[config.mk]
export PLATFORM = sky130hd
export DESIGN_NAME = aur_uart_rx
export DESIGN_NICKNAME = d
export VERILOG_FILES = /design/src/include/aur_pkg.sv /design/src/include/aur_fifo_if.sv /design/src/verilog/aur_fifo.sv /design/src/verilog/aur_uart_rx.sv
export SDC_FILE = /design/constraint.sdc
export NUM_CORES = 1
export LEC_CHECK = 0
export ABC_AREA = 0
export BUFFER_PORTS_ARGS = -buffer_cell sky130_fd_sc_hd__buf_2
export CAP_MARGIN = 20
export CORE_UTILIZATION = 45
export DETAILED_ROUTE_END_ITERATION = 7
export GPL_ROUTABILITY_DRIVEN = 0
export HOLD_SLACK_MARGIN = 0.12
export PLACE_DENSITY = 0.66
export RECOVER_POWER = 100
export SETUP_SLACK_MARGIN = 0.15
export SLEW_MARGIN = 20
export SYNTH_ARGS = -nofsm -noshare
export SYNTH_HDL_FRONTEND = slang
export SYNTH_SLANG_ARGS = --single-unit
[constraint.sdc]
create_clock -name clk_sys -period 4.65 [get_ports clk_sys]
set_input_delay 0.93 -clock clk_sys [delete_from_list [all_inputs] [get_ports clk_sys]]
set_output_delay 0.93 -clock clk_sys [all_outputs]
set_load 0.1 [all_outputs]
[src/include/aur_pkg.sv]
package aur_pkg;
  // sampling strobe runs at this multiple of the bit rate
  localparam int OVERSAMPLE = 16;
  localparam int CNT_W = 4;
  // tick counts within one oversampled bit
  localparam logic [3:0] CNT_START_CHECK = 4'h7;
  localparam logic [3:0] CNT_SAMPLE_A = 4'hd;
  localparam logic [3:0] CNT_SAMPLE_B = 4'he;
  localparam logic [3:0] CNT_BIT_END = 4'hf;
  // character layout
  localparam int DATA_BITS_SHORT = 8;
  localparam int DATA_BITS_LONG = 9;
  localparam logic [3:0] BITS_SHORT = 4'h8;
  localparam logic [3:0] BITS_LONG = 4'h9;
  localparam int FIFO_DEPTH = 2;
  // fifo word: framing error, ninth bit, low byte
  localparam int WORD_W = 10;
  localparam int POS_FRAMING_ERROR_FLAG = 9;
  localparam int POS_NINTH = 8;
  // reset values
  localparam logic [7:0] RST_DATA = 8'h00;
  localparam logic [8:0] RST_SHIFT = 9'h000;
  localparam logic [3:0] RST_CNT = 4'h0;

  typedef enum logic [3:0] {
    ST_HUNT = 4'h1,
    ST_START = 4'h2,
    ST_DATA = 4'h4,
    ST_STOP = 4'h8
  } aur_state_type;
endpackage

[src/include/aur_fifo_if.sv]
`timescale 1ns/100ps
interface aur_fifo_if #(parameter int WIDTH = 10);
  logic wr_valid;
  logic wr_ready;
  logic [WIDTH-1:0] wr_data;
  logic rd_valid;
  logic rd_ready;
  logic [WIDTH-1:0] rd_data;
  logic flush;

  modport fifo_side (
    input wr_valid, wr_data, rd_ready, flush,
    output wr_ready, rd_valid, rd_data
  );
  modport user_side (
    output wr_valid, wr_data, rd_ready, flush,
    input wr_ready, rd_valid, rd_data
  );
endinterface

[src/verilog/aur_fifo.sv]
`timescale 1ns/100ps
module aur_fifo #(
  parameter int WIDTH = 10,
  parameter int DEPTH = 2
) (
  // clock and reset
  input wire logic clk_sys,
  input wire logic rst_n,
  // push and pop sides
  aur_fifo_if.fifo_side port
);
  localparam int AW = (DEPTH > 1) ? $clog2(DEPTH) : 1;
  localparam int CW = $clog2(DEPTH + 1);

  if (DEPTH < 2) begin : g_bad_depth
    $error("aur_fifo needs a depth of at least two");
  end
  if (WIDTH < 1) begin : g_bad_width
    $error("aur_fifo needs a width of at least one");
  end

  logic [WIDTH-1:0] mem [DEPTH];
  logic [WIDTH-1:0] next_mem [DEPTH];
  logic [AW-1:0] wr_ptr;
  logic [AW-1:0] next_wr_ptr;
  logic [AW-1:0] rd_ptr;
  logic [AW-1:0] next_rd_ptr;
  logic [CW-1:0] count;
  logic [CW-1:0] next_count;
  logic wr_fire;
  logic rd_fire;

  assign port.wr_ready = (count != CW'(DEPTH));
  assign port.rd_valid = (count != '0);
  assign port.rd_data = mem[rd_ptr];
  assign wr_fire = port.wr_valid & port.wr_ready;
  assign rd_fire = port.rd_valid & port.rd_ready;

  function automatic logic [AW-1:0] bump(input logic [AW-1:0] p);
    bump = (p == AW'(DEPTH - 1)) ? '0 : p + 1'b1;
  endfunction

  always_comb begin
    next_mem = mem;
    next_wr_ptr = wr_ptr;
    next_rd_ptr = rd_ptr;
    next_count = count;
    if (port.flush) begin
      next_wr_ptr = '0;
      next_rd_ptr = '0;
      next_count = '0;
    end else begin
      if (wr_fire) begin
        next_mem[wr_ptr] = port.wr_data;
        next_wr_ptr = bump(wr_ptr);
      end
      if (rd_fire) begin
        next_rd_ptr = bump(rd_ptr);
      end
      next_count = count + CW'(wr_fire) - CW'(rd_fire);
    end
  end

  always_ff @(posedge clk_sys or negedge rst_n) begin
    if (!rst_n) begin
      mem <= '{default: '0};
      wr_ptr <= '0;
      rd_ptr <= '0;
      count <= '0;
    end else begin
      mem <= next_mem;
      wr_ptr <= next_wr_ptr;
      rd_ptr <= next_rd_ptr;
      count <= next_count;
    end
  end
endmodule // aur_fifo

[src/verilog/aur_uart_rx.sv]
`timescale 1ns/100ps
module aur_uart_rx #(
  parameter int DEPTH = aur_pkg::FIFO_DEPTH
) (
  // clock and reset
  input wire logic clk_sys,
  input wire logic rst_n,
  // serial line and sampling strobe
  input wire logic serial_input_pin,
  input wire logic baud_tick_x16,
  // control bits
  input wire logic serial_port_enable,
  input wire logic continuous_receive_enable,
  input wire logic link_mode_select,
  input wire logic nine_bit_receive_enable,
  input wire logic address_detect_enable,
  input wire logic receive_irq_enable,
  input wire logic peripheral_irq_enable,
  input wire logic global_irq_enable,
  // data register read strobe
  input wire logic data_read,
  // status and data
  output logic [7:0] receive_data_register,
  output logic received_ninth_bit,
  output logic framing_error_flag,
  output logic overrun_error_flag,
  output logic receive_pending_flag,
  output logic irq_request
);
  if (DEPTH != aur_pkg::FIFO_DEPTH) begin : g_bad_depth
    $error("aur_uart_rx overrun timing assumes a two-character fifo");
  end

  logic rst_meta_n;
  logic rst_sync_n;
  aur_pkg::aur_state_type state;
  aur_pkg::aur_state_type next_state;
  logic [3:0] cnt;
  logic [3:0] next_cnt;
  logic [3:0] bit_cnt;
  logic [3:0] next_bit_cnt;
  logic [8:0] shift;
  logic [8:0] next_shift;
  logic samp_a;
  logic next_samp_a;
  logic samp_b;
  logic next_samp_b;
  logic line_prev;
  logic next_line_prev;
  logic overrun;
  logic next_overrun;
  logic [7:0] next_data;
  logic next_ninth;
  logic next_framing_error_flag;
  logic next_pending;
  logic next_irq;
  logic rx_enabled;
  logic vote;
  logic stop_end;
  logic [7:0] char_low;
  logic char_ninth;
  logic filtered;
  logic [3:0] bits_needed;

  aur_fifo_if #(.WIDTH(aur_pkg::WORD_W)) fifo_bus ();

  aur_fifo #(
    .WIDTH(aur_pkg::WORD_W),
    .DEPTH(DEPTH)
  ) u_fifo (
    .clk_sys(clk_sys),
    .rst_n(rst_sync_n),
    .port(fifo_bus.fifo_side)
  );

  // release of reset is synchronised, assertion stays asynchronous
  always_ff @(posedge clk_sys or negedge rst_n) begin
    if (!rst_n) begin
      rst_meta_n <= 1'b0;
      rst_sync_n <= 1'b0;
    end else begin
      rst_meta_n <= 1'b1;
      rst_sync_n <= rst_meta_n;
    end
  end

  assign rx_enabled = continuous_receive_enable & ~link_mode_select & serial_port_enable;
  assign vote = (samp_a & samp_b) | (samp_a & serial_input_pin) | (samp_b & serial_input_pin);
  assign stop_end = (state == aur_pkg::ST_STOP) && baud_tick_x16 && (cnt == aur_pkg::CNT_BIT_END);
  assign bits_needed = nine_bit_receive_enable ? aur_pkg::BITS_LONG : aur_pkg::BITS_SHORT;
  assign char_low = nine_bit_receive_enable ? shift[7:0] : shift[8:1];
  assign char_ninth = nine_bit_receive_enable & shift[8];
  assign filtered = address_detect_enable & nine_bit_receive_enable & ~char_ninth;

  assign fifo_bus.wr_valid = stop_end & ~filtered & ~overrun;
  assign fifo_bus.wr_data = {~vote, char_ninth, char_low};
  assign fifo_bus.rd_ready = data_read;
  assign fifo_bus.flush = ~serial_port_enable;

  always_comb begin
    next_state = state;
    next_cnt = cnt;
    next_bit_cnt = bit_cnt;
    next_shift = shift;
    next_samp_a = samp_a;
    next_samp_b = samp_b;
    next_line_prev = line_prev;
    if (!rx_enabled) begin
      next_state = aur_pkg::ST_HUNT;
      next_cnt = aur_pkg::RST_CNT;
      next_bit_cnt = aur_pkg::RST_CNT;
      next_line_prev = 1'b1;
    // everything advances on the shared tick
    end else if (baud_tick_x16) begin
      next_line_prev = serial_input_pin;
      next_cnt = cnt + 4'h1;
      if (cnt == aur_pkg::CNT_SAMPLE_A) begin
        next_samp_a = serial_input_pin;
      end
      if (cnt == aur_pkg::CNT_SAMPLE_B) begin
        next_samp_b = serial_input_pin;
      end
      case (state)
        aur_pkg::ST_HUNT: begin
          next_cnt = aur_pkg::RST_CNT;
          if (line_prev && !serial_input_pin) begin
            next_state = aur_pkg::ST_START;
          end
        end
        aur_pkg::ST_START: begin
          // abort quietly if line went high
          if (cnt == aur_pkg::CNT_START_CHECK) begin
            next_cnt = aur_pkg::RST_CNT;
            next_bit_cnt = aur_pkg::RST_CNT;
            next_state = serial_input_pin ? aur_pkg::ST_HUNT : aur_pkg::ST_DATA;
          end
        end
        aur_pkg::ST_DATA: begin
          if (cnt == aur_pkg::CNT_BIT_END) begin
            next_shift = {vote, shift[8:1]};
            next_bit_cnt = bit_cnt + 4'h1;
            if (bit_cnt + 4'h1 == bits_needed) begin
              next_state = aur_pkg::ST_STOP;
            end
          end
        end
        aur_pkg::ST_STOP: begin
          // always back to search, error or not
          if (cnt == aur_pkg::CNT_BIT_END) begin
            next_state = aur_pkg::ST_HUNT;
            next_line_prev = vote;
          end
        end
        default: begin
          next_state = aur_pkg::ST_HUNT;
        end
      endcase
    end
  end

  always_comb begin
    next_overrun = overrun;
    if (!continuous_receive_enable || !serial_port_enable) begin
      next_overrun = 1'b0;
    end else if (stop_end && !filtered && !fifo_bus.wr_ready) begin
      next_overrun = 1'b1;
    end
  end

  // head of fifo is re-registered so outputs come from flops
  always_comb begin
    next_data = aur_pkg::RST_DATA;
    next_ninth = 1'b0;
    next_framing_error_flag = 1'b0;
    // errored successors keep the flag set
    if (fifo_bus.rd_valid) begin
      next_data = fifo_bus.rd_data[7:0];
      next_ninth = fifo_bus.rd_data[aur_pkg::POS_NINTH];
      next_framing_error_flag = fifo_bus.rd_data[aur_pkg::POS_FRAMING_ERROR_FLAG];
    end
    // pending needs enable and a character
    next_pending = rx_enabled & fifo_bus.rd_valid;
    next_irq = next_pending & receive_irq_enable & peripheral_irq_enable & global_irq_enable;
  end

  always_ff @(posedge clk_sys or negedge rst_sync_n) begin
    if (!rst_sync_n) begin
      state <= aur_pkg::ST_HUNT;
      cnt <= aur_pkg::RST_CNT;
      bit_cnt <= aur_pkg::RST_CNT;
      shift <= aur_pkg::RST_SHIFT;
      samp_a <= 1'b1;
      samp_b <= 1'b1;
      line_prev <= 1'b1;
      overrun <= 1'b0;
      receive_data_register <= aur_pkg::RST_DATA;
      received_ninth_bit <= 1'b0;
      framing_error_flag <= 1'b0;
      overrun_error_flag <= 1'b0;
      receive_pending_flag <= 1'b0;
      irq_request <= 1'b0;
    end else begin
      state <= next_state;
      cnt <= next_cnt;
      bit_cnt <= next_bit_cnt;
      shift <= next_shift;
      samp_a <= next_samp_a;
      samp_b <= next_samp_b;
      line_prev <= next_line_prev;
      overrun <= next_overrun;
      receive_data_register <= next_data;
      received_ninth_bit <= next_ninth;
      framing_error_flag <= next_framing_error_flag;
      overrun_error_flag <= next_overrun;
      receive_pending_flag <= next_pending;
      irq_request <= next_irq;
    end
  end
endmodule // aur_uart_rx
# Word level (Yosys, flattened, before mapping)
# Index checks and enable logic that the tools add are counted.
# W data, S select, Z words.
[word_totals]
ff_bits = 63
in_bits = 13
out_inout_bits = 13
elab_cells = 135
[classes]
addsub = 6
order_cmp = 3
n_eq_ne = 19
muxes = 42
n_bitwise = 25
n_reduce_logical = 20
[op_table]
columns = ["operator", "n"]
rows = [
  ["$mux W4", 14],
  ["$mux W10", 4],
  ["$bwmux W20", 1],
  ["$and A1 B1 Y1", 16],
  ["$eq A4 B4 Y1 const B", 4],
  ["$mux W8", 2],
  ["$pmux W4 S2", 2],
  ["$pmux W4 S4", 1],
  ["$mux W1", 15],
  ["$ne A3 B3 Y1 const B", 4],
  ["$demux W10 S1", 1],
  ["$add A4 B1 Y4 const B", 2],
  ["$eq A4 B3 Y1 const B", 2],
  ["$reduce_and A4 Y1", 2],
  ["$logic_and A1 B1 Y1", 6],
  ["$reduce_and A3 Y1", 2],
  ["$reduce_and A6 Y1", 1],
  ["$logic_not A1 Y1", 5],
  ["$not A1 Y1", 5],
  ["$eq A4 B1 Y1 const B", 1],
  ["$eq A4 B2 Y1 const B", 1],
  ["$eq A4 B4 Y1", 1],
  ["$ge A2 B2 Y1 const B", 2],
  ["$ne A2 B1 Y1 const B", 2],
  ["14 further kinds", 19],
]

# Logic depth before layout (Yosys ltp)
# Gate-level depths: netlist of run 1.
[depth]
word_depth = 10
depth_mapped = 8
depth_no_buf = 8

# Cells and area by module
# Synthesis of run 1 repeated with hierarchy kept, for this count alone.
[unflattened]
cells_unflattened = 253
hier_area_um2 = 3057.9
[by_module_without_submodules]
columns = ["module", "n_inst", "cells_per_inst", "area_per_inst_um2", "seq_area_each_um2"]
rows = [
  ["aur_uart_rx", 1, 176, 1959.4, 980.9],
  ["aur_fifo", 1, 77, 1098.6, 600.6],
]

# Least setup slack after synthesis of run 1
# OpenSTA, ideal clock, no wires.
[synth_path]
path_type = "input to register"
start = "input address_detect_enable"
end = "register u_fifo.count[1]"
setup_ns = 0.119
arrival_time_ns = 2.124
t_required_ns = 4.531
setup_slack_ns = 2.407
stages = 7
path_buffers = 0
path_cell_list = "and3b_1 > nor4_2 > and2_1 > ha_1 > xnor2_1 > xnor2_1 > and2_1"
[synth_between]
elab_chain_cells = 9
[synth_rtl]
columns = ["item", "line_no", "text"]
rows = [
  ["from (decl)", "aur_uart_rx.sv:16", "input wire logic address_detect_enable,"],
  ["$and A1 B1 Y1 (2 in series)", "aur_uart_rx.sv:93", "assign filtered = address_detect_enable & nine_bit_receive_enable & ~char_ninth;"],
  ["$not A1 Y1", "aur_uart_rx.sv:95", "assign fifo_bus.wr_valid = stop_end & ~filtered & ~overrun;"],
  ["$and A1 B1 Y1 (2 in series)", "aur_uart_rx.sv:95", ""],
  ["$and A1 B1 Y1", "aur_fifo.sv:36", "assign wr_fire = port.wr_valid & port.wr_ready;"],
  ["$add A2 B1 Y2", "aur_fifo.sv:60", "next_count = count + CW'(wr_fire) - CW'(rd_fire);"],
  ["$sub A2 B1 Y2", "aur_fifo.sv:60", ""],
  ["$mux W2", "aur_fifo.sv:48", "if (port.flush) begin"],
  ["named net u_fifo.next_count[1]", "aur_fifo.sv:29", "logic [CW-1:0] next_count;"],
  ["to (signal assigned)", "aur_fifo.sv:74", "count <= next_count;"],
  ["to (decl)", "aur_fifo.sv:28", "logic [CW-1:0] count;"],
]
# The timed path passes the listed nets, and every way through them passes these cells.
# A chain may end at the register's enable or synchronous reset.

# Worst setup path in the final report of run 1
[layout_path]
start = "input nine_bit_receive_enable"
end = "register u_fifo.mem[4] (netlist name)"
[layout_between]
elab_chain_cells = 8
word_cells_on_any_way = 11
classes_between = "mux (2); bitwise (8); reduce/logical (1)"
[layout_rtl]
columns = ["item", "line_no", "text"]
rows = [
  ["from (decl)", "aur_uart_rx.sv:15", "input wire logic nine_bit_receive_enable,"],
  ["$and A1 B1 Y1", "aur_uart_rx.sv:92", "assign char_ninth = nine_bit_receive_enable & shift[8];"],
  ["$not A1 Y1", "aur_uart_rx.sv:93", ""],
  ["$and A1 B1 Y1", "aur_uart_rx.sv:93", ""],
  ["$not A1 Y1", "aur_uart_rx.sv:95", ""],
  ["$and A1 B1 Y1 (2 in series)", "aur_uart_rx.sv:95", ""],
  ["$and A1 B1 Y1", "aur_fifo.sv:36", ""],
  ["$reduce_and A2 Y1 (no line)", "-", ""],
  ["to (signal assigned)", "aur_fifo.sv:71", "mem <= next_mem;"],
  ["to (decl)", "aur_fifo.sv:22", "logic [WIDTH-1:0] mem [DEPTH];"],
]
# Parallel ways exist; a longest one is shown, timed or not.

==> flow_metrics.env, run 1 <==
export IMPL_cp_slowest_cell="nand4_1"
export IMPL_cts_max_path_buffers=2
export IMPL_final_hold_violation_count=0
export IMPL_via_per_inst=5.16
export IMPL_syn_nets=286
export IMPL_clock_sinks=63
export IMPL_clkLatencyLatePin_ns=0.35
export IMPL_fmax_ghz=0.361
export IMPL_grt_setup_unrepaired="no"
export IMPL_drc_errors=0
export IMPL_path_class="in2reg"
export IMPL_dp_hpwl_microns=3400
export IMPL_routed_wl_microns=5160
export IMPL_cts_tree="done"
export IMPL_setup_violations=0
export IMPL_r2r_cells=6
export IMPL_die_w_microns=82.0
export IMPL_yosys_area_top_type="dfrtp_1"
export IMPL_antenna_found_initial=0
export IMPL_netlist_area_sq_um=2880
export IMPL_crit_chain="buf_2 -> and3b_1 -> nor4_1 -> nand4_1 -> nand2_1 -> o21ai_0"
export IMPL_start_kind="input pin"
export IMPL_ys_ff_latch=63
export IMPL_worstPathArrival_ns=2.96
export IMPL_power_density_nw_per_um2=343
export IMPL_h_tree_depth=3
export IMPL_ys_seq_area_share_pct=54.9
export IMPL_portBuffers=25
export IMPL_grt_pass1_vias=1886
export IMPL_maxCapViolCount=0
export IMPL_root_buffer="clkbuf_8"
export IMPL_startpoint="nine_bit_receive_enable"
export IMPL_slowest_delay_ns=0.70
export IMPL_fin_worst_skew_ns=0.00824
export IMPL_p_sw_mw=0.279
export IMPL_postCtsHoldBufs=0
export IMPL_crit_path_end_kind="flip-flop"
export IMPL_period_needed_ns=2.77
export IMPL_netlist_instances=267
export IMPL_start_util_pct=47.5
export IMPL_endpoint="u_fifo.mem[4]"
export IMPL_numCtsBuffers=9
export IMPL_post_route_period_util_pct=59.5
export IMPL_relSlewSlack_pct=22.5
export IMPL_avgSynthCellArea_sq_um=10.8
export IMPL_cp_num_buf_inv=1
export IMPL_grt_ovfl_total=0
export IMPL_grt_max_degree=62
export IMPL_area_growth_pct=11.6
export IMPL_async_flop_share_pct=100
export IMPL_p_int_mw=0.824
export IMPL_regToRegSetupSlack_ns=1.89
export IMPL_ant_nets=0
export IMPL_peakVddDrop_uv=185
export IMPL_p_clk_share_pct=43.0
export IMPL_path_delay_family="simple AND/OR/NAND/NOR gates"
export IMPL_nNetsFinal=314
export IMPL_insertedDiodeCount=0
export IMPL_grt_first_pass_wirelength_microns=8940
export IMPL_status="finished clean"
export IMPL_fin_setup_tns_ns=0
export IMPL_synth_distinct_cells=45
export IMPL_core_sq_um=6060
export IMPL_post_cts_buffers=0
export IMPL_cp_required_ns=4.84
export IMPL_ioPinCount=26
export IMPL_tightest_slew_ns=1.17
export IMPL_ys_warn_count=0
export IMPL_synth_top_area_share_pct=51.3
export IMPL_dp_cells=359
export IMPL_r2r_end="u_fifo.mem[4]"
export IMPL_swShare_pct=25.3
export IMPL_power_frac_comb_pct=5.8
export IMPL_drv_slew=0
export IMPL_synth_ff_type="dfrtp_1"
export IMPL_drtIter0Drc=68
export IMPL_power_leakage_nw=1.41
export IMPL_synth_edf_count=0
export IMPL_path_max_fanout=20
export IMPL_clk_pin_slew_ns=0.07
export IMPL_synth_area_leaders="dfrtp_1, mux2i_1, nand2_1"
export IMPL_drive_gt1_share_pct=14.7
export IMPL_rr_startpoint="cnt[0]"
export IMPL_row_count=28
export IMPL_grt_usage_pct=18.3
export IMPL_hp_class="in2async"
export IMPL_cp_depth=6
export IMPL_die_h_microns=82.0
export IMPL_seqPwrFrac_pct=51.2
export IMPL_wl_per_cell_microns=13.7
export IMPL_die_area_sq_um=6720
export IMPL_layout_cells_non_filler=375
export IMPL_postCtsResizedCells=0
export IMPL_vias=1936
export IMPL_firstDrtPassIters=4
-- cells in the mapped netlist, types with 2 or more instances --
master and count:
dfrtp_1 59, nand2_1 37, o21ai_0 25, nor2_1 24, mux2i_1 20, mux2_2 11, a21oi_1 8, and2_1 6
ha_1 6, inv_1 5, nor3_1 5, buf_2 4, clkbuf_1 4, dfstp_2 4, nand3_1 4, xor2_1 4
or3_1 3, or4b_1 3, xnor2_1 3, a31oi_1 2, nand4_1 2, nor2b_1 2, nor4b_1 2, or2_2 2
or3_4 2
-- metrics by stage --
step / hold WS [ns] / cell area (sq um) / power, mW / util, % / setup slack, ns
finish: 0.350 / 3210 / 1.10 / 53.0 / 1.88
CTS: 0.340 / 3260 / 1.12 / 53.9 / 1.96
global route: 0.342 / 3210 / 1.15 / 53.0 / 1.48
floorplan: 0.331 / 2880 / 0.622 / - / 2.41
detailed placement: 0.343 / 3070 / 0.643 / 50.6 / 1.73
global placement: 0.338 / 3070 / 0.641 / 50.6 / 1.82
-- how the worst min path moves through the flow --
stage	start	end	slack (ns)
2_1_floorplan	rst_meta_n	rst_sync_n	0.33
3_3_place_gp	rst_meta_n	rst_sync_n	0.34
3_5_place_dp	rst_meta_n	rst_sync_n	0.34
4_1_cts	rst_n	rst_sync_n	0.34
5_1_grt	rst_n	rst_meta_n	0.34
6_report	rst_n	rst_meta_n	0.35
-- final cells by class --
type | count | area (sq um)
fillers | 555 | 2850
flip-flops and latches | 63 | 1580
multi-input cells | 189 | 1200
clock buffers | 9 | 124
repair buffers | 26 | 114
well taps | 75 | 93.8
clock inverters | 7 | 72.6
inverters | 6 | 22.5
-- registers in the layout, indices dropped and copies added, names as in the netlist, 2 cells and up --
signal                 flops
u_fifo.count               2
bit_cnt                    4
receive_data_register      8
shift                      9
cnt                        4
u_fifo.mem                20
state                      4
-- kinds of logic after synthesis --
kind of cell | after synthesis | synth area share, %
AOI/OAI and AO/OA | 43 | 8.39
xor gates and xnor gates | 7 | 2.13
adders and majority gates | 7 | 2.96
buffers and inverters | 15 | 2.13
DFF | 63 | 54.9
muxes | 31 | 11.3
other | 1 | 0.130
and+or+nand+nor | 100 | 18.1
-- placed cells by master (no fill, tap or decap), drive strengths merged, types with 2 or more instances in the layout --
cell type,synthesis,layout
a21oi,8,8
a31oi,2,2
and2,6,6
buf,5,11
clkbuf,4,24
clkinv,0,3
clkinvlp,0,2
dfrtp,59,59
dfstp,4,4
ha,6,6
inv,6,7
mux2,11,11
mux2i,20,20
nand2,37,37
nand3,4,4
nand4,2,2
nor2,24,24
nor2b,2,2
nor3,6,6
nor4b,2,2
o21ai,26,26
or2,2,2
or3,5,5
or4b,4,4
xnor2,3,3
xor2,4,4
-- per-layer routing --
layer | routed length [microns] | vias to the layer above | global-route usage (%)
met1 | 2550 | 914 | 25.0
met2 | 2330 | 28 | 27.0
met4 | 115 | 0 | 10.0
met3 | 161 | 11 | 3.67
met5 | 0 | - | 0
li1 | - | 983 | -
-- power groups by stage --
stage / clock, mW / sequential (mW) / combinational (mW)
after floorplan: 0 / 0.578 / 0.0440
after global placement: 0 / 0.575 / 0.0658
after detailed placement: 0 / 0.575 / 0.0681
after CTS: 0.483 / 0.564 / 0.0682
after global routing: 0.507 / 0.565 / 0.0742
final: 0.474 / 0.564 / 0.0644
(Power assumes the default switching activity.)
==> inputs of run 2 (changes only) <==
- ABC_AREA: 0 -> 1
- PLACE_DENSITY: 0.66 -> 0.68
- clock period: 4.65 -> 2.45 ns (I/O delays scaled with it)
==> run 2 against run 1 <==
  * Combinational power grew to 8.7 times the previous value
  * First-iteration DRC count is 100% higher
  * Clock skew is 0.0029 ns lower
  * Wire length is 8.6% higher
  * Critical path type is now reg2out
  * Highest routed layer unchanged
==> flow_metrics.env, run 2 <==
export IMPL_fin_setup_tns_ns=0
export IMPL_synth_most_common_cell="nand2_1"
export IMPL_die_area_sq_um=7270
export IMPL_area_growth_pct=11.1
export IMPL_fin_worst_skew_ns=0.00534
export IMPL_die_w_microns=85.3
export IMPL_insertedDiodeCount=0
export IMPL_setup_violations=0
export IMPL_syn_nets=397
export IMPL_r2r_cells=7
export IMPL_avgSynthCellArea_sq_um=8.25
export IMPL_post_cts_buffers=0
export IMPL_clock_sinks=63
export IMPL_path_delay_family="buffers and inverters"
export IMPL_cts_tree="done"
export IMPL_vias=2415
export IMPL_pre_cts_ws_ns=0.636
export IMPL_grt_pass1_vias=2347
export IMPL_rr_startpoint="cnt[1]"
export IMPL_worstPathArrival_ns=1.57
export IMPL_peakVddDrop_uv=251
export IMPL_startpoint="overrun"
export IMPL_cp_slowest_cell="clkbuf_1"
export IMPL_synth_area_leaders="dfrtp_1, nand2_1, inv_1"
export IMPL_ys_ff_latch=63
export IMPL_fin_area_sq_um=3470
export IMPL_synth_ff_type="dfrtp_1"
export IMPL_drv_slew=0
export IMPL_ioPinCount=26
export IMPL_die_h_microns=85.3
export IMPL_drive_gt1_share_pct=10.4
export IMPL_post_dp_cell_area_sq_um=3340
export IMPL_relSlewSlack_pct=21.8
export IMPL_start_util_pct=47.8
export IMPL_crit_chain="clkbuf_1"
export IMPL_nNetsFinal=429
export IMPL_netlist_area_sq_um=3120
export IMPL_top_regs="u_fifo.mem x20, shift x9, receive_data_register x8"
export IMPL_dp_hpwl_microns=3970
export IMPL_power_leakage_nw=1.73
export IMPL_numCtsBuffers=9
export IMPL_crit_path_end_kind="output pin"
export IMPL_tightest_slew_ns=1.17
export IMPL_path_class="reg2out"
export IMPL_ant_nets=0
export IMPL_yosys_top_cells_count="nand2_1, inv_1, dfrtp_1"
export IMPL_clk_pin_slew_ns=0.06
export IMPL_layout_common_cells="nand2_1, inv_1, dfrtp_1"
export IMPL_final_hold_violation_count=0
export IMPL_regToRegSetupSlack_ns=0.51
export IMPL_ys_warn_count=0
export IMPL_portBuffers=25
export IMPL_final_common_cell="nand2_1"
export IMPL_via_per_inst=4.92
export IMPL_synth_edf_count=0
export IMPL_fmax_ghz=0.485
export IMPL_async_flop_share_pct=100
export IMPL_grt_first_pass_wirelength_microns=10200
export IMPL_firstDrtPassIters=4
export IMPL_antenna_found_initial=0
export IMPL_endpoint="overrun_error_flag"
export IMPL_power_density_nw_per_um2=772
export IMPL_fin_ws_ns=0.388
export IMPL_slowest_delay_ns=0.87
export IMPL_synth_distinct_cells=34
export IMPL_start_kind="flip-flop"
export IMPL_cts_max_path_buffers=2
export IMPL_core_sq_um=6530
export IMPL_regMostFlops="u_fifo.mem"
export IMPL_grt_max_degree=36
export IMPL_grt_setup_unrepaired="no"
export IMPL_drtIter0Drc=136
export IMPL_wl_per_cell_microns=11.4
export IMPL_cp_required_ns=1.96
export IMPL_drc_errors=0
export IMPL_grt_usage_pct=17.9
export IMPL_cp_num_buf_inv=1
export IMPL_r2r_end="u_fifo.mem[0]"
export IMPL_ys_seq_area_share_pct=50.7
export IMPL_root_buffer="clkbuf_8"
export IMPL_yosys_area_top_type="dfrtp_1"
export IMPL_post_route_period_util_pct=84.1
export IMPL_synth_top_area_share_pct=47.3
export IMPL_h_tree_depth=3
export IMPL_maxCapViolCount=0
export IMPL_cp_depth=1
export IMPL_period_needed_ns=2.06
export IMPL_netlist_instances=378
export IMPL_path_max_fanout=3
export IMPL_final_util_pct=53.1
export IMPL_clkLatencyLatePin_ns=0.33
export IMPL_status="finished clean"
export IMPL_largest_register_ffs=20
export IMPL_routed_wl_microns=5600
export IMPL_grt_ovfl_total=0
export IMPL_hp_class="reg2reg"
export IMPL_row_count=29
[run 2: kinds of logic after synthesis]
group / count (synthesis) / synth area share, %
XOR/XNOR: 4 / 1.12
AND/OR/NAND/NOR: 138 / 20.5
AO/OA/AOI/OAI: 76 / 13.8
buffers and inverters: 90 / 11.4
flip-flops: 63 / 50.7
adder cells (fa/ha/maj): 6 / 2.41
other: 1 / 0.120
[run 2: area by class of cell]
type                       count  area (sq um)
fill                         612          3070
sequential                    63          1580
multi-input combinational    225          1110
inverter                      81           307
timing repair buffer          30           155
clock buffer                  11           141
tap                           77          96.3
clock inverter                 4          70.1
[run 2: worst min path at each step]
stage / startpoint / endpoint / slack, ns / cells after the start
after floorplan: rst_n / rst_meta_n / 0.19 / 0
after global placement: rst_n / rst_meta_n / 0.28 / 1
after detailed placement: rst_n / rst_meta_n / 0.28 / 1
after CTS: rst_sync_n / state[2] / 0.32 / 0
after global routing: rst_meta_n / rst_sync_n / 0.37 / 0
final: rst_meta_n / rst_sync_n / 0.35 / 0
[run 2: what timing repair did]
action,in CTS,in global routing
gates resized for setup,0,0
hold buffers,1,0
endpoints found under the hold margin,2,0
[run 2: metrics by stage]
step           cells  hold WS [ns]  total power [mW]
3_3_place_gp     475         0.276              1.74
6_report         491         0.353              2.68
3_5_place_dp     475         0.277              1.74
5_1_grt          491         0.370              2.79
2_1_floorplan    378         0.194              1.64
4_1_cts          491         0.319              2.72
[run 2: power by group]
group | internal [mW] | switching, mW | leakage [nW]
logic | 0.0757 | 0.487 | 0.871
registers | 1.10 | 0.0392 | 0.755
clock network | 0.592 | 0.381 | 0.109
total | 1.77 | 0.907 | 1.73
[run 2: per-layer routing]
layer | global-route usage [%] | vias to the layer above | share of wire [%]
met2 | 29.2 | 36 | 47
met1 | 22.3 | 1125 | 48
met3 | 3.99 | 12 | 2.8
li1 | - | 1242 | -
met5 | 0 | - | 0
met4 | 9.55 | 0 | 2.3
